==> src/core/fault_ctrl_pkg.sv <==
// Constants shared by the optical module fault control design.
package fault_ctrl_pkg;

    // -----------------------------------------------------------------
    // Clock and timing
    // -----------------------------------------------------------------
    localparam int unsigned CLK_HZ          = 40_000_000;
    // Longest delay from a light change to the fault pin, in milliseconds.
    localparam int unsigned LIGHT_FLT_MS    = 2;
    // Longest cycle count for that delay, rounded down.
    localparam int unsigned LIGHT_FLT_CYC   = (CLK_HZ / 1000) * LIGHT_FLT_MS;
    // Light detector debounce time in microseconds, a short filter.
    localparam int unsigned LIGHT_DEB_US    = 100;
    localparam int unsigned LIGHT_DEB_CYC   = (CLK_HZ / 1_000_000) * LIGHT_DEB_US;
    // Least inhibit pulse width that the host must give, in nanoseconds.
    localparam int unsigned INHIBIT_MIN_NS  = 100;
    localparam int unsigned INHIBIT_MIN_CYC = (INHIBIT_MIN_NS * (CLK_HZ / 1_000_000) + 999) / 1000;

    // -----------------------------------------------------------------
    // APB register map
    // -----------------------------------------------------------------
    localparam logic [7:0] ADDR_CTRL   = 8'h00;
    localparam logic [7:0] ADDR_STATE  = 8'h04;
    localparam logic [7:0] ADDR_EVENT  = 8'h08;
    localparam logic [7:0] ADDR_CLEAR  = 8'h0c;
    localparam logic [7:0] ADDR_ENABLE = 8'h10;

    // Control field: software inhibit of the laser.
    localparam int unsigned CTRL_SW_INHIBIT = 0;
    localparam logic [0:0]  CTRL_RESET      = 1'h0;

    // State fields.
    localparam int unsigned ST_MOD_FAULT = 0;
    localparam int unsigned ST_LINK_FLT  = 1;
    localparam int unsigned ST_INHIBIT   = 2;
    localparam int unsigned ST_LASER_ON  = 3;

    // Event fields, shared by event, clear and enable registers.
    localparam int unsigned EV_WIDTH      = 4;
    localparam int unsigned EV_MOD_FAULT  = 0;
    localparam int unsigned EV_LINK_LOSS  = 1;
    localparam int unsigned EV_LINK_BACK  = 2;
    localparam int unsigned EV_FAULT_CLR  = 3;
    localparam logic [3:0]  EVENT_RESET   = 4'h0;
    localparam logic [3:0]  ENABLE_RESET  = 4'h0;

    // Light monitor states.
    typedef enum logic [1:0] {
        LIGHT_OK   = 2'b00,
        LIGHT_LOST = 2'b01
    } light_state_t;

endpackage

==> src/core/pin_sync_if.sv <==
// Synchronised pin levels passed from the input stage to the fault core.
`timescale 1ns/1ps
interface pin_sync_if;
    logic inhibit;
    logic inhibit_rise;
    logic light_lost;
    modport src (output inhibit, output inhibit_rise, output light_lost);
    modport dst (input  inhibit, input  inhibit_rise, input  light_lost);
endinterface

==> src/core/pin_sync.sv <==
// Three-stage synchroniser with agreement check for one asynchronous pin.
`timescale 1ns/1ps
module pin_sync #(
    parameter logic RESET_LEVEL = 1'b0
) (
    input  wire logic clock,
    input  wire logic rst_n,
    input  wire logic pin,
    output logic      level,
    output logic      rise
);
    logic s1_q;
    logic s2_q;
    logic s3_q;

    // -----------------------------------------------------------------
    // Capture stages
    // -----------------------------------------------------------------
    // The first stage feeds only the second to contain metastability.
    always_ff @(posedge clock) begin
        if (!rst_n) begin
            s1_q <= RESET_LEVEL;
            s2_q <= RESET_LEVEL;
            s3_q <= RESET_LEVEL;
        end else begin
            s1_q <= pin;
            s2_q <= s1_q;
            s3_q <= s2_q;
        end
    end

    // A change counts once the second and third stages agree.
    always_ff @(posedge clock) begin
        if (!rst_n) begin
            level <= RESET_LEVEL;
            rise  <= 1'b0;
        end else begin
            rise <= 1'b0;
            if (s2_q == s3_q) begin
                level <= s3_q;
                rise  <= s3_q & ~level;
            end
        end
    end
endmodule

==> src/core/optical_module_fault_control.sv <==
// Fault latch, link fault timing and laser inhibit for the optical module.
//
// Added by the designer: the APB interface to the registers and the placing of the registers.
`timescale 1ns/1ps
module optical_module_fault_control #(
    parameter int unsigned LIGHT_DEB_CYC = fault_ctrl_pkg::LIGHT_DEB_CYC
) (
    input  wire logic        clock,
    input  wire logic        rst_n,
    // Host pins.
    input  wire logic        laser_inhibit_pin,
    output logic             fault_n_out,
    output logic             fault_n_oe,
    // Laser driver and monitor.
    input  wire logic        bias_exhausted,
    input  wire logic        servo_failed,
    input  wire logic        loss_of_light,
    output logic             laser_enable,
    // APB slave.
    input  wire logic        psel,
    input  wire logic        penable,
    input  wire logic        pwrite,
    input  wire logic [7:0]  paddr,
    input  wire logic [31:0] pwdata,
    output logic [31:0]      prdata,
    output logic             pready,
    output logic             pslverr,
    output logic             irq
);

    // -----------------------------------------------------------------
    // Elaboration checks
    // -----------------------------------------------------------------
    // The debounce must stay well under the link fault bound, or the fault
    // pin could not follow a light change inside the 2 ms limits.
    if (LIGHT_DEB_CYC < 1 || LIGHT_DEB_CYC >= fault_ctrl_pkg::LIGHT_FLT_CYC) begin : g_bad_deb
        $error("Debounce count must be at least one and below the link fault bound.");
    end

    // The debounce counter is sized for the whole link fault bound.
    localparam int unsigned CW = $clog2(fault_ctrl_pkg::LIGHT_FLT_CYC + 1);

    // -----------------------------------------------------------------
    // Pin synchronisation
    // -----------------------------------------------------------------
    // Synchronised host and light levels travel to the fault logic together.
    pin_sync_if sync_bus ();

    logic bias_s;
    logic servo_s;

    pin_sync #(
        .RESET_LEVEL (1'b1)
    ) u_inhibit_sync (
        .clock (clock),
        .rst_n (rst_n),
        .pin   (laser_inhibit_pin),
        .level (sync_bus.inhibit),
        .rise  (sync_bus.inhibit_rise)
    );

    pin_sync #(
        .RESET_LEVEL (1'b0)
    ) u_light_sync (
        .clock (clock),
        .rst_n (rst_n),
        .pin   (loss_of_light),
        .level (sync_bus.light_lost),
        .rise  ()
    );

    // end of life synchroniser
    // The laser detectors run outside the clock domain, like the host pins.
    pin_sync #(
        .RESET_LEVEL (1'b0)
    ) u_bias_sync (
        .clock (clock),
        .rst_n (rst_n),
        .pin   (bias_exhausted),
        .level (bias_s),
        .rise  ()
    );

    pin_sync #(
        .RESET_LEVEL (1'b0)
    ) u_servo_sync (
        .clock (clock),
        .rst_n (rst_n),
        .pin   (servo_failed),
        .level (servo_s),
        .rise  ()
    );

    // -----------------------------------------------------------------
    // Module fault latch
    // -----------------------------------------------------------------
    logic mod_fault_q;
    logic mod_detect;

    assign mod_detect = bias_s | servo_s;

    // Detection is masked while inhibit is high, since the laser is off
    // and its monitors read failure; this keeps the latch clear then.
    always_ff @(posedge clock) begin
        if (!rst_n) begin
            mod_fault_q <= 1'b0;
        end else if (sync_bus.inhibit_rise) begin
            mod_fault_q <= 1'b0;
        end else if (sync_bus.inhibit) begin
            mod_fault_q <= 1'b0;
        end else if (mod_detect) begin
            mod_fault_q <= 1'b1;
        end
    end

    // -----------------------------------------------------------------
    // Link fault debounce
    // -----------------------------------------------------------------
    fault_ctrl_pkg::light_state_t light_q;
    logic [CW-1:0]                deb_q;
    logic                         link_fault;

    // The detector must hold a new level for the debounce time before the
    // link fault follows it, well inside the 2 ms bound in both directions.
    // A glitch shorter than the debounce restarts the count from zero.
    always_ff @(posedge clock) begin
        if (!rst_n) begin
            light_q <= fault_ctrl_pkg::LIGHT_OK;
            deb_q   <= '0;
        end else begin
            case (light_q)
                fault_ctrl_pkg::LIGHT_OK: begin
                    if (!sync_bus.light_lost) begin
                        deb_q <= '0;
                    end else if (deb_q == CW'(LIGHT_DEB_CYC - 1)) begin
                        light_q <= fault_ctrl_pkg::LIGHT_LOST;
                        deb_q   <= '0;
                    end else begin
                        deb_q <= deb_q + CW'(1);
                    end
                end
                fault_ctrl_pkg::LIGHT_LOST: begin
                    if (sync_bus.light_lost) begin
                        deb_q <= '0;
                    end else if (deb_q == CW'(LIGHT_DEB_CYC - 1)) begin
                        light_q <= fault_ctrl_pkg::LIGHT_OK;
                        deb_q   <= '0;
                    end else begin
                        deb_q <= deb_q + CW'(1);
                    end
                end
                default: begin
                    light_q <= fault_ctrl_pkg::LIGHT_OK;
                    deb_q   <= '0;
                end
            endcase
        end
    end

    assign link_fault = (light_q == fault_ctrl_pkg::LIGHT_LOST);

    // -----------------------------------------------------------------
    // Pin outputs
    // -----------------------------------------------------------------
    logic sw_inhibit_q;
    logic any_fault;

    assign any_fault = mod_fault_q | link_fault;

    // The pin is pulled low only while a fault is present.
    // Out of reset the data bit stays low and only the enable moves, so a released pin
    // rises by the host's pull-up and is never driven high.
    always_ff @(posedge clock) begin
        if (!rst_n) begin
            fault_n_out <= 1'b1;
            fault_n_oe  <= 1'b0;
        end else begin
            fault_n_out <= 1'b0;
            fault_n_oe  <= any_fault;
        end
    end

    // Laser runs only with no inhibit and no latched module fault.
    // A cause still present keeps the laser dark before the latch catches it.
    always_ff @(posedge clock) begin
        if (!rst_n) begin
            laser_enable <= 1'b0;
        end else begin
            laser_enable <= ~sync_bus.inhibit & ~sw_inhibit_q & ~mod_fault_q & ~mod_detect;
        end
    end

    // -----------------------------------------------------------------
    // Event flags and interrupt
    // -----------------------------------------------------------------
    logic [fault_ctrl_pkg::EV_WIDTH-1:0] event_q;
    logic [fault_ctrl_pkg::EV_WIDTH-1:0] enable_q;
    logic [fault_ctrl_pkg::EV_WIDTH-1:0] ev_set;
    logic [fault_ctrl_pkg::EV_WIDTH-1:0] ev_clr;
    logic                                mod_fault_d1_q;
    logic                                link_d1_q;
    logic                                wr_go;

    assign wr_go = psel & penable & pwrite;

    // Delayed copies for edge detection of the fault sources.
    always_ff @(posedge clock) begin
        if (!rst_n) begin
            mod_fault_d1_q <= 1'b0;
            link_d1_q      <= 1'b0;
        end else begin
            mod_fault_d1_q <= mod_fault_q;
            link_d1_q      <= link_fault;
        end
    end

    // Event sources are the edges of both faults; the software clear mask
    // acts only in the access cycle of a write to the clear register.
    always_comb begin
        ev_set = '0;
        ev_set[fault_ctrl_pkg::EV_MOD_FAULT] = mod_fault_q & ~mod_fault_d1_q;
        ev_set[fault_ctrl_pkg::EV_LINK_LOSS] = link_fault & ~link_d1_q;
        ev_set[fault_ctrl_pkg::EV_LINK_BACK] = ~link_fault & link_d1_q;
        ev_set[fault_ctrl_pkg::EV_FAULT_CLR] = ~mod_fault_q & mod_fault_d1_q;
        ev_clr = '0;
        if (wr_go && paddr == fault_ctrl_pkg::ADDR_CLEAR) begin
            ev_clr = pwdata[fault_ctrl_pkg::EV_WIDTH-1:0];
        end
    end

    // Sticky flags: a set in the same cycle as a clear wins.
    always_ff @(posedge clock) begin
        if (!rst_n) begin
            event_q <= fault_ctrl_pkg::EVENT_RESET;
        end else begin
            event_q <= (event_q & ~ev_clr) | ev_set;
        end
    end

    // Level interrupt from enabled flags.
    // It is built from the next flag value, so irq moves with the flags
    // instead of one cycle behind them.
    always_ff @(posedge clock) begin
        if (!rst_n) begin
            irq <= 1'b0;
        end else begin
            irq <= |(((event_q & ~ev_clr) | ev_set) & enable_q);
        end
    end

    // -----------------------------------------------------------------
    // APB register access
    // -----------------------------------------------------------------
    // Writable control and enable registers.
    // Writes land in the access cycle, where pready is always high.
    always_ff @(posedge clock) begin
        if (!rst_n) begin
            sw_inhibit_q <= fault_ctrl_pkg::CTRL_RESET;
            enable_q     <= fault_ctrl_pkg::ENABLE_RESET;
        end else if (wr_go) begin
            if (paddr == fault_ctrl_pkg::ADDR_CTRL) begin
                sw_inhibit_q <= pwdata[fault_ctrl_pkg::CTRL_SW_INHIBIT];
            end
            if (paddr == fault_ctrl_pkg::ADDR_ENABLE) begin
                enable_q <= pwdata[fault_ctrl_pkg::EV_WIDTH-1:0];
            end
        end
    end

    // Zero wait states; read data and error registered in the setup cycle.
    // An unmapped address answers with an error and changes nothing.
    always_ff @(posedge clock) begin
        if (!rst_n) begin
            prdata  <= 32'h0000_0000;
            pready  <= 1'b0;
            pslverr <= 1'b0;
        end else begin
            pready  <= psel & ~penable;
            pslverr <= 1'b0;
            prdata  <= 32'h0000_0000;
            if (psel && !penable) begin
                case (paddr)
                    fault_ctrl_pkg::ADDR_CTRL: begin
                        prdata[fault_ctrl_pkg::CTRL_SW_INHIBIT] <= sw_inhibit_q;
                    end
                    fault_ctrl_pkg::ADDR_STATE: begin
                        prdata[fault_ctrl_pkg::ST_MOD_FAULT] <= mod_fault_q;
                        prdata[fault_ctrl_pkg::ST_LINK_FLT]  <= link_fault;
                        prdata[fault_ctrl_pkg::ST_INHIBIT]   <= sync_bus.inhibit;
                        prdata[fault_ctrl_pkg::ST_LASER_ON]  <= laser_enable;
                    end
                    fault_ctrl_pkg::ADDR_EVENT: begin
                        prdata[fault_ctrl_pkg::EV_WIDTH-1:0] <= event_q;
                    end
                    fault_ctrl_pkg::ADDR_CLEAR: begin
                        prdata <= 32'h0000_0000;
                    end
                    fault_ctrl_pkg::ADDR_ENABLE: begin
                        prdata[fault_ctrl_pkg::EV_WIDTH-1:0] <= enable_q;
                    end
                    default: begin
                        pslverr <= 1'b1;
                    end
                endcase
            end
        end
    end

endmodule

==> config.mk <==
export PLATFORM = sky130hd
export DESIGN_NAME = optical_module_fault_control
export DESIGN_NICKNAME = d
export VERILOG_FILES = /design/src/core/fault_ctrl_pkg.sv /design/src/core/pin_sync_if.sv /design/src/core/pin_sync.sv /design/src/core/optical_module_fault_control.sv
export SDC_FILE = /design/constraint.sdc
export NUM_CORES = 1
export LEC_CHECK = 0
export BUFFER_PORTS_ARGS = -buffer_cell sky130_fd_sc_hd__clkbuf_2
export CORE_ASPECT_RATIO = 1.5
export CORE_UTILIZATION = 45
export CTS_CLUSTER_SIZE = 16
export DETAILED_ROUTE_END_ITERATION = 10
export PLACE_DENSITY = 0.73
export SETUP_SLACK_MARGIN = 0.4
export SYNTH_ARGS = -nofsm -noshare
export SYNTH_HDL_FRONTEND = slang
export SYNTH_HIERARCHICAL = 1
export SYNTH_SLANG_ARGS = --single-unit
==> constraint.sdc <==
create_clock -name clock -period 5.1 [get_ports clock]
set_input_delay 0.255 -clock clock [delete_from_list [all_inputs] [get_ports clock]]
set_output_delay 0.255 -clock clock [all_outputs]
set_load 0.01 [all_outputs]
== Word-level counts from Yosys, hierarchy flattened ==
Index checks and enable logic that the tools add are counted.

* Bits in registers: 86
* Input port bits: 49
* Output and inout bits: 38
* Word-level logic and storage cells: 101

* Add/sub/neg operators: 1
* Eq/ne operators: 14
* Mux-type cells: 14
* Bitwise gates (word level): 26
* Reduce and logical (&&, ||, !) cells: 13

{| class="wikitable"
|+ Operator list
! kind !! number
|-
| 17-bit 2-to-1 mux || 3
|-
| 17-bit one-hot mux with 2 select lines || 1
|-
| 17-bit by 1-bit adder with 17-bit output, second input constant || 1
|-
| 17-bit by 12-bit == test with 1-bit output, second input constant || 1
|-
| 8-bit by 4-bit == test with 1-bit output, second input constant || 2
|-
| 1-bit AND || 11
|-
| 1-bit inverter || 9
|-
| 3-bit one-hot mux with 3 select lines || 1
|-
| 4-bit AND || 2
|-
| 8-bit by 3-bit == test with 1-bit output, second input constant || 1
|-
| 8-bit by 5-bit == test with 1-bit output, second input constant || 1
|-
| 8-bit zero test || 1
|-
| 2-bit 2-to-1 mux || 4
|-
| 2-bit AND reduction || 4
|-
| 5-bit OR reduction || 1
|-
| 1-bit == test || 4
|-
| 4-bit 2-to-1 mux || 1
|-
| 2-bit by 1-bit != test with 1-bit output, second input constant || 2
|-
| 2-bit != test, second input constant || 2
|-
| 4-bit inverter || 1
|-
| 4-bit OR || 1
|-
| 1-bit one-hot mux with 4 select lines || 1
|-
| 2-bit one-hot mux with 2 select lines || 1
|-
| 4-bit AND reduction || 1
|-
| 8 further kinds || 11
|}

== Logic depth before layout (Yosys ltp) ==
Gate-level depths: netlist of the first run.

* Word-level depth: 9
* Depth in mapped cells: 6
* Mapped depth without buffers: 5

== Cells and area by module ==
Netlist of the first run, hierarchy kept.

{| class="wikitable"
|+ By module, submodules not included
! module !! instances !! cells an instance !! area an instance (µm²)
|-
| optical_module_fault_control || 1 || 220 || 1,964.4
|-
| pin_sync (u_bias_sync ...) || 3 || 12 || 148.9
|-
| pin_sync (u_inhibit_sync) || 1 || 12 || 142.6
|}

== Worst setup path after synthesis of the first run ==
OpenSTA, ideal clock, no wires.

* Path type: register -> register
* Start point: reg deb_q[5]
* End point: reg deb_q[10]
* Arrival: 1.774 ns
* Data required time: 4.985 ns
* Setup slack: 3.211 ns
* Stages on the path, launching flop included: 6
* Path buffers: 1
* Path through: dfxtp_1 > or4_1 > or4_4 > o211ai_4 > buf_6 > nor2_1

* Word-level cells in the longest chain between the ends: 4
* Elaborated cells between the ends (all ways): 6

{| class="wikitable"
|+ Ends and longest elaborated chain
! item !! line !! RTL
|-
| start: declaration || optical_module_fault_control.sv:120 || <nowiki>logic [CW-1:0] deb_q;</nowiki>
|-
| start signal: assignment || optical_module_fault_control.sv:139 || <nowiki>deb_q <= deb_q + CW'(1);</nowiki>
|-
| start signal: assignment || optical_module_fault_control.sv:149 || <nowiki>deb_q <= deb_q + CW'(1);</nowiki>
|-
| 17-bit by 1-bit adder with 17-bit output / 17-bit by 12-bit == test with 1-bit output (equally long branches) || n/a ||
|-
| 17-bit 2-to-1 mux * || optical_module_fault_control.sv:135, optical_module_fault_control.sv:145 ||
|-
| 17-bit 2-to-1 mux (on tied branches) || optical_module_fault_control.sv:143, optical_module_fault_control.sv:133 ||
|-
| 17-bit one-hot mux with 2 select lines * || optical_module_fault_control.sv:131 || <nowiki>case (light_q)</nowiki>
|}

Mark *: on every way between the ends. The rest lies on a longest branch, timed or not.
A chain may end at the register's enable or synchronous reset.

== Worst setup path in the final report of the first run ==
* Start point: reg deb_q[16]
* End point: reg deb_q[11]

* Word-level cells in the longest chain between the ends: 4
* Elaborated cells between the ends (all ways): 5

{| class="wikitable"
|+ Ends and longest elaborated chain
! item !! line
|-
| 17-bit by 12-bit == test with 1-bit output * || optical_module_fault_control.sv:135, optical_module_fault_control.sv:145
|-
| 17-bit 2-to-1 mux * || optical_module_fault_control.sv:135, optical_module_fault_control.sv:145
|-
| 17-bit 2-to-1 mux (on tied branches) || optical_module_fault_control.sv:143, optical_module_fault_control.sv:133
|-
| 17-bit one-hot mux with 2 select lines * || optical_module_fault_control.sv:131
|}

Marks and branches as above.

==> results of run 1 <==
layout make-up:
class / instances / area, µm² / area share (%)
multi-input combinational: 194 / 1170 / 42.8
tap: 68 / 85.1 / 3.11
clock inverter: 6 / 35.0 / 1.28
clock buffer: 10 / 128 / 4.66
inverter: 7 / 26.3 / 0.960
sequential: 57 / 1140 / 41.7
timing repair buffer: 30 / 150 / 5.49
layer usage:
metal	GRT usage [%]	part of all wire [%]	up-vias
met5	0	0	-
met4	9.69	1.2	0
met3	5.67	4.0	5
met2	28.5	54	40
met1	15.8	41	824
li1	-	-	917
state kept, by name, indices dropped and copies added (netlist names), 4 cells and up:
| name | count |
|---|---|
| deb_q | 17 |
| prdata | 4 |
| enable_q | 4 |
| event_q | 4 |
power groups by stage:
| stage | clock [mW] | combinational [mW] | sequential [mW] |
|---|---|---|---|
| floorplan | 0 | 0.0377 | 0.462 |
| global placement | 0 | 0.0370 | 0.462 |
| global route | 0.377 | 0.0422 | 0.452 |
| finish | 0.343 | 0.0378 | 0.452 |
| CTS | 0.353 | 0.0377 | 0.452 |
| detailed placement | 0 | 0.0374 | 0.462 |
through the flow:
| step | hold WS, ps | std cells | setup WS, ps | total power, mW | util [%] |
|---|---|---|---|---|---|
| global route | 109 | 372 | 2940 | 0.871 | 52.6 |
| detailed placement | 399 | 356 | 2770 | 0.499 | 49.4 |
| global placement | 380 | 356 | 2830 | 0.499 | 49.4 |
| finish | 116 | 372 | 3060 | 0.833 | 52.6 |
| CTS | 99.3 | 372 | 3020 | 0.843 | 52.6 |
| floorplan | 328 | 289 | 3210 | 0.500 | - |
worst max-delay path, cell delays in order (launching register included):
cell and delay, ps:
dfxtp_1 320, or4_1 540, or4_4 510, o211ai_4 430, nor2_1 110
worst max-delay path by stage:
stage | start | endpoint
floorplan | deb_q[5] | deb_q[10]
global placement | paddr[0] | event_q[2]
detailed placement | paddr[0] | event_q[2]
CTS | deb_q[16] | deb_q[11]
global route | paddr[0] | event_q[2]
finish | deb_q[16] | deb_q[11]
cells in the final DEF, fill, tap and decap left out, types with 2 or more instances in the layout:
cell type / instances
inv_1: 7
a21oi_1: 4
and2_4: 3
nor2b_1: 10
nor3_1: 8
or3_1: 2
dfxtp_1: 57
o21a_1: 4
xnor2_1: 12
nand4_1: 4
clkbuf_8: 9
clkinv_2: 4
clkinvlp_4: 2
nand2b_1: 4
o21ai_0: 10
conb_1: 28
xor2_1: 3
nand2_1: 8
mux2i_1: 6
or4_1: 2
a2bb2oi_1: 4
a21boi_0: 7
and2_2: 6
a22oi_1: 3
clkbuf_2: 30
nor2_1: 32
nor3b_1: 2
and2_1: 3
nand3_1: 9
o22ai_1: 2
nor4_1: 5
nand3b_1: 2
==> summary.md, run 1 <==
| Metric | Value |
|---|---|
| Kind of critical path | register to register |
| DRT iter0 DRCs | 89 |
| Reg-to-reg slack, setup | about 3000 ps |
| Comb power frac | 4.5% |
| Worst R2R Start | deb_q[16] |
| RD Place Congestion | 0.799 |
| Max_cap viols | 0 |
| P_int | 0.636 mW |
| Post-detail-place hpwl | 2980 µm |
| Clk sinks | 57 |
| First-pass GRT wire length | ~7000 µm |
| FF-to-FF End | deb_q[11] |
| Post-Route Setup TNS | 0 ps |
| Core area | ~5200 µm² |
| Final period utilization | between 40% and 50% |
| Share of layout cells above drive strength 1 | 19.4% |
| LEAKAGE | 1.04 nW |
| DIE WIDTH | 62.5 µm |
| Worst Min Path Start | laser_inhibit_pin |
| Syn avg cell area | 9.42 µm² |
| Largest net degree at the start of global routing | 29 |
| Gr usage total | 16.1% |
| Seq pwr share | 54.2% |
| Worst-path maximum fanout | 17 |
| Starting utilization of the core area | 47.4% |
| Dpl cell area | roughly 2600 µm² |
| CTS tree | done |
| Worst path required time | between 5000 and 6000 ps |
| NumNets Final | roughly 350 |
| Synthesis-to-finish area growth | 10.9% |
| Io pins | between 80 and 90 |
| Row cnt | 32 |
| Worst-skew pair later-pin latency | 330 ps |
| Routed len/inst | 11.3 µm |
| Total clock buffers created by CTS | 9 |
| Ys Warns | 6 |
| Die height | between 90 and 100 µm |
| Final Cell Area | between 2000 and 3000 µm² |
| Fill cell count | approximately 500 |
| Number of port buffers | 30 |
| Post-CTS resize count | 0 |
| Clk pin slew, worst setup/hold paths | roughly 60 ps |
| Initial antenna violation count | 0 |
| Clock buffer depth | 2 |
| Slew headroom | between 30 and 40% |
| 1st-pass router iterations | 4 |
| Startpoint Class | register |
| RSZ-0062 raised after global routing | no |
| Number of global-route vias before repair | 1680 |
| IR drop worst, VDD | 0.146 mV |
| Hold depth | 2 |
| Actual slew at the worst max-slew pin | 907 ps |
| Post-CTS Hold Buffers | 0 |
| Status | completed |
| WP data arrival | about 2200 ps |
| Overall routed net length | 4210 µm |
| Post-synthesis cell count | 262 |
| Pins Over Slew Limit | 0 |
| Final ANT Viol Nets | 0 |
| Via Count | 1786 |
| H-tree Lvls | 3 |
| Finish-stage setup viols | 0 |
| Max Clk Rate | 489 MHz |
| Grt total ovfl | 0 |
| Root buffer cell | clkbuf_8 |
| Hold Path Class | primary input to register |
| Pwr dens | between 300 and 400 nW/µm² |
| Die ar. | 5790 µm² |
| Net switching power | 0.197 mW |
| Worst Setup End Kind | register |
| Final hold vios | 0 |
| Reg2reg path depth | 4 |
| Postcts setup bufs | 0 |
| Antenna diodes | 0 |
| Clk_skew | 9.59 ps |
| Routed vias/inst | slightly below 5 |
| Clk pwr share | 41.2% |
| Sw Ratio | a little under a quarter |
| Residual DRC | 0 |
| WHS Endpoint | u_inhibit_sync/s1_q |
| Final Critical Period | approximately 2000 ps |
| Mapped Area | 2470 µm² |
Power figures use the tool's default switching activity.
==> run 2, diff against run 1 <==
Settings changed: ABC_AREA set to 1, PLACE_DENSITY 0.73 to 0.72.
Clock period 5.1 ns to 1.9 ns, I/O delays scaled along.
==> summary.md, run 2 <==
| Metric | Value |
|---|---|
| Status | completed |
| Worst hold slack | 29.8 ps (-85.9 ps) |
| Worst-path maximum fanout | 3 (-14) |
| CP Launch Point | deb_q[0] |
| Kind of critical path | register to register |
| RD Place Congestion | 0.886 (+11%) |
| Most common cell after layout, fill and taps aside | nand2_1 |
| Hold depth | 3 (+1) |
| Max_cap viols | 0 (unchanged) |
| Share of layout cells above drive strength 1 | 22.8% (+3.4 points) |
| Max reg flops | 17 (unchanged) |
| FF-to-FF End | deb_q[10] |
| Slowest library cell on the worst path | dfxtp_2 |
| Grt total ovfl | 0 (unchanged) |
| Final ANT Viol Nets | 0 (unchanged) |
| Largest Register | deb_q |
| CTS tree | done |
| Worst Min Path Start | pwdata[3] |
| Pins Over Slew Limit | 0 (unchanged) |
| Worst R2R Start | deb_q[0] |
| 1st-pass router iterations | 4 (unchanged) |
| Hold Path Class | primary input to register |
| Post-detail-place hpwl | 3100 µm (+4.1%) |
| Routed len/inst | 9.80 µm (-13%) |
| Final period utilization | 75.3% (+35 points) |
| Starting utilization of the core area | 46.2% (-1.2 points) |
| Largest net degree at the start of global routing | 22 (-24%) |
| Antenna diodes | 0 (unchanged) |
| Die ar. | 5910 µm² (+2.1%) |
| Clock buffer depth | 2 (unchanged) |
| Residual DRC | 0 (unchanged) |
| Core area | 5450 µm² (+4.7%) |
| DIE WIDTH | 63.1 µm (+1.0%) |
| Worst path required time | 2130 ps (-3160 ps) |
| LEAKAGE | 1.39 nW (+33%) |
| Routed vias/inst | 4.51 (-6.0%) |
| Root buffer cell | clkbuf_8 |
| Pwr dens | 862 nW/µm² (+180%) |
| Overall power | 2.59 mW (+210%) |
| Number of port buffers | 30 (unchanged) |
| Max Clk Rate | 699 MHz (+43%) |
| Clk_skew | 4.44 ps (-5.14 ps) |
| Reg2reg path depth | 9 (+5) |
| First-pass GRT wire length | 7360 µm (+2.7%) |
| Crit-path cells | ha_2, nand2_2, nor2_4, nand4_1, buf_4, inv_1, nand3_1, xor2_1, nor2_1 |
| Row cnt | 33 (+3.1%) |
| IR drop worst, VDD | 0.481 mV (+230%) |
| Mapped Area | 2520 µm² (+2.1%) |
| NumNets Final | 426 (+22%) |
| Ys Warns | 6 (unchanged) |
| Via Count | 2036 (+14%) |
| Reg-to-reg slack, setup | 470 ps (-2590 ps) |
| RSZ-0062 raised after global routing | yes |
| Slowest Stage Delay on Critical Path | 340 ps (-200 ps) |
| WHS Endpoint | enable_q[3] |
| Initial antenna violation count | 0 (unchanged) |
| Post-Route Setup TNS | 0 ps (unchanged) |
| Commonest non-fill, non-tap cells in the layout | 63 x nand2_1, 56 x dfxtp_1, 44 x nor2_1, 33 x inv_1, 30 x clkbuf_2 |
| WP data arrival | 1660 ps (-580 ps) |
| Final Critical Period | 1430 ps (-613 ps) |
| Clk pin slew, worst setup/hold paths | 60 ps (about the same) |
| Synthesis-to-finish area growth | 19.3% |
| Die height | 93.7 µm (+1.0%) |
| Finish-stage setup viols | 0 (unchanged) |
| Total clock buffers created by CTS | 9 (unchanged) |
| Io pins | 87 (unchanged) |
| Worst-skew pair later-pin latency | 330 ps (about the same) |
| Clk sinks | 57 (unchanged) |
| Post-synthesis cell count | 326 (+24%) |
| Number of global-route vias before repair | 1822 (+8.5%) |
| Worst Setup End Kind | register |
| Syn avg cell area | 7.73 µm² (-18%) |
| Gr usage total | 16.4% (+0.28 points) |
| DRT iter0 DRCs | 66 (-26%) |
| Final hold vios | 0 (unchanged) |
| Startpoint Class | register |
| Overall routed net length | 4420 µm (+5.0%) |
| H-tree Lvls | 3 (unchanged) |
==> run 2: layout make-up <==
type | instances | area [µm²]
Clock buffer | 11 | 151
Fill cell | 532 | 2440
Multi-Input combinational cell | 225 | 1130
Clock inverter | 5 | 77.6
Inverter | 41 | 154
Tap cell | 70 | 87.6
Sequential cell | 57 | 1140
Timing Repair Buffer | 42 | 265
==> run 2: through the flow <==
| step | area (µm²) | setup WS, ps | instances | utilization (%) |
|---|---|---|---|---|
| floorplan | 2620 | 538 | 353 | - |
| global placement | 2640 | 344 | 424 | 48.4 |
| detailed placement | 2640 | 292 | 424 | 48.4 |
| CTS | 2980 | 410 | 450 | 54.7 |
| global route | 3010 | 347 | 451 | 55.2 |
| finish | 3010 | 469 | 451 | 55.2 |
==> run 2: worst max-delay path by stage <==
stage / cells after the start / end / slack (ps)
global route: 9 / deb_q[10] / 350
global placement: 8 / deb_q[14] / 340
detailed placement: 8 / deb_q[14] / 290
finish: 9 / deb_q[10] / 470
floorplan: 8 / deb_q[14] / 540
CTS: 9 / deb_q[10] / 410
==> run 2: timing repair <==
action	CTS	global route
endpoints found under the hold margin	5	0
buffers inserted	5	1
gates resized for setup	4	6
endpoints found under the setup margin	17	18
hold buffers	5	0
pin swaps	2	4
==> run 2: where the power goes <==
part           switching, mW  internal, mW  total, mW
clock network          0.463         0.804       1.27
logic                 0.0725        0.0374      0.110
registers            0.00509          1.21       1.21
total                  0.540          2.05       2.59
==> run 2: worst max-delay path: cells and delay by family (launching register included) <==
family                   cells  cell delay, ps
XOR/XNOR                     1             140
adder cells (fa/ha/maj)      1             190
buffers and inverters        2             230
flip-flops                   1             340
AND/OR/NAND/NOR              5             420
==> run 2: layer usage <==
| metal | part of all wire [%] | vias to the layer above | wire, µm | GRT usage, % |
|---|---|---|---|---|
| li1 | - | 1058 | - | - |
| met1 | 41 | 909 | 1790 | 16.3 |
| met2 | 51 | 52 | 2250 | 28.8 |
| met3 | 4.4 | 17 | 196 | 4.73 |
| met4 | 4.1 | 0 | 182 | 11.4 |
| met5 | 0 | - | 0 | 0 |
==> run 3, diff against run 2 <==
Settings changed: PLACE_DENSITY 0.72 to 0.75.
Clock period 1.9 ns to 1.3 ns, I/O delays scaled along.
==> summary.md, run 3 (synthesis gave the netlist of run 2 again) <==
| Metric | Value |
|---|---|
| Status | finished with violations |
| Failing checks | design-rule violations, negative hold slack, negative setup slack |
| Starting utilization of the core area | 46.2% (unchanged) |
| Max layer used | met4 |
| P_int | 2.76 mW (+35%) |
| Pwr dens | 1030 nW/µm² (+20%) |
| RSZ-0062 raised after global routing | yes |
| Gr usage total | 16.9% (+0.52 points) |
| Final worst slack | -138 ps (-607 ps) |
| Number of port buffers | 30 (unchanged) |
| Worst Min Path Start | penable |
| 1st-pass router iterations | 7 (+3) |
| Post-CTS Hold Buffers | 8 (+3) |
| Fill cell count | 464 (-13%) |
| RD Place Congestion | 0.861 (-2.8%) |
| Die height | 93.7 µm (unchanged) |
| Clk sinks | 57 (unchanged) |
| Die ar. | 5910 µm² (unchanged) |
| Comb power frac | 5.1% (+0.9 points) |
| Worst R2R Start | deb_q[0] |
| Worst path required time | 1530 ps (-600 ps) |
| Row cnt | 33 (unchanged) |
| Largest Register | deb_q |
| Metal-1 WL | 2090 µm (+17%) |
| Share of layout cells above drive strength 1 | 38.7% (+16 points) |
| Max Clk Rate | 695 MHz (-0.49%) |
| Finish-stage setup viols | 15 (+15) |
| WP data arrival | 1670 ps (about the same) |
| WP buf/inv | 1 (-1) |
| Worst-path maximum fanout | 4 (+1) |
| Net switching power | 0.808 mW (+49%) |
| Residual DRC | 2 (+2) |
| Root buffer cell | clkbuf_8 |
| Hold Path Class | primary input to register |
| Antenna diodes | 0 (unchanged) |
| Final hold vios | 1 (+1) |
| WHS Endpoint | pready |
| Routed len/inst | 10.1 µm (+3.4%) |
| Reg2reg path depth | 8 (-1) |
| Grt total ovfl | 0 (unchanged) |
| Startpoint Class | register |
| Final Critical Period | 1440 ps (+7.03 ps) |
| Synthesis-to-finish area growth | 36.9% |
| Final period utilization | 111% (+35 points) |
| IR drop worst, VDD | 0.719 mV (+50%) |
| H-tree Lvls | 3 (unchanged) |
| Cell family with most CP delay | simple AND/OR/NAND/NOR gates |
| Clk pin slew, worst setup/hold paths | 60 ps (about the same) |
| Kind of critical path | register to register |
| Post-detail-place hpwl | 3310 µm (+6.7%) |
| Most common cell after layout, fill and taps aside | nand2_1 |
| Hold depth | 2 (-1) |
| Worst hold slack | -30.6 ps (-60.4 ps) |
| Dpl ws | -129 ps (-421 ps) |
| NumNets Final | 458 (+7.5%) |
| Max reg flops | 17 (unchanged) |
| Overall routed net length | 4900 µm (+11%) |
| LEAKAGE | 1.58 nW (+14%) |
| Seq pwr share | 49.6% (+2.8 points) |
| Max_cap viols | 0 (unchanged) |
| DRT iter0 DRCs | 54 (-18%) |
| Reg-to-reg slack, setup | -140 ps (-610 ps) |
| Initial antenna violation count | 0 (unchanged) |
| Io pins | 87 (unchanged) |
| Crit-path cells | ha_4, nand2_4, nor2_4, nand4_1, nor2b_4, inv_2, nor2_2, nor3b_2 |
| Slowest library cell on the worst path | dfxtp_4 |
| Routed vias/inst | 4.57 (+1.1%) |
| Number of global-route vias before repair | 1915 (+5.1%) |
| Clk pwr share | 45.3% (-3.6 points) |
| Slowest Stage Delay on Critical Path | 360 ps (+20 ps) |
| Worst-skew pair later-pin latency | 330 ps (about the same) |
| DIE WIDTH | 63.1 µm (unchanged) |
| Clock buffer depth | 2 (unchanged) |
| Routed wl met2 | 2470 µm (+10%) |
| Worst Setup End Kind | register |
| FF-to-FF End | deb_q[12] |
| Clk_skew | 7.11 ps (+2.67 ps) |
| Via Count | 2205 (+8.3%) |
| CTS tree | done |
| Met3 WL post-DR | 220 µm (+12%) |
| Core area | 5450 µm² (unchanged) |
| Final ANT Viol Nets | 0 (unchanged) |
| Sw Ratio | 22.6% (+1.8 points) |
| Total clock buffers created by CTS | 9 (unchanged) |
| Pins Over Slew Limit | 0 (unchanged) |
| First-pass GRT wire length | 7760 µm (+5.4%) |
| Commonest non-fill, non-tap cells in the layout | 55 x nand2_1, 49 x dfxtp_1, 30 x nor2_1, 30 x buf_4, 29 x clkbuf_2 |
| Largest net degree at the start of global routing | 22 (unchanged) |
[run 3: area by class of cell]
| type | count | area, µm² | area share, % |
|---|---|---|---|
| inverter | 41 | 158 | 4.57 |
| clock buffer | 11 | 141 | 4.10 |
| timing repair buffer | 74 | 538 | 15.6 |
| multi-input combinational | 225 | 1310 | 38.1 |
| clock inverter | 5 | 55.1 | 1.60 |
| sequential | 57 | 1160 | 33.5 |
| tap | 70 | 87.6 | 2.54 |
[run 3: how the worst max path moves through the flow]
stage / from / depth (start not counted) / endpoint
after floorplan: deb_q[0] / 8 / deb_q[14]
after global placement: deb_q[0] / 7 / deb_q[11]
after detailed placement: deb_q[0] / 8 / deb_q[14]
after CTS: deb_q[0] / 8 / deb_q[12]
after global routing: deb_q[1] / 8 / deb_q[12]
final: deb_q[0] / 8 / deb_q[12]
[run 3: layer usage]
metal	GRT usage, %	vias to the layer above
met4	10.3	0
met3	5.70	12
met5	0	-
li1	-	1125
met2	29.3	64
met1	17.2	1004
[run 3: through the flow]
step	utilization, %	std cells	total power, mW	TNS (ps)	area [µm²]
finish	63.3	483	3.57	-1060	3450
global route	63.3	483	3.72	-2670	3450
CTS	59.6	473	3.60	-694	3250
detailed placement	53.0	447	1.97	-861	2890
global placement	53.0	447	1.96	-478	2890
floorplan	-	353	1.97	-38.0	2680
[run 3: timing repair]
action	CTS	global route
setup buffers	2	10
pin swaps	1	17
resized for setup	18	39
hold endpoints to repair	9	1
endpoints found under the setup margin	20	29
[run 3: power by group through the flow]
stage               logic, mW  registers, mW  clock network [mW]
finish                  0.182           1.77                1.62
global route            0.203           1.77                1.74
CTS                     0.175           1.77                1.65
detailed placement      0.155           1.81                   0
global placement        0.153           1.81                   0
floorplan               0.155           1.81                   0
[run 3: worst reg2reg max path: stages (launching register included)]
cell and delay, ps:
dfxtp_4 360, ha_4 150, nand2_4 50, nor2_4 110, nand4_1 200, nor2b_4 210, inv_2 70, nor2_2 130
nor3b_2 50
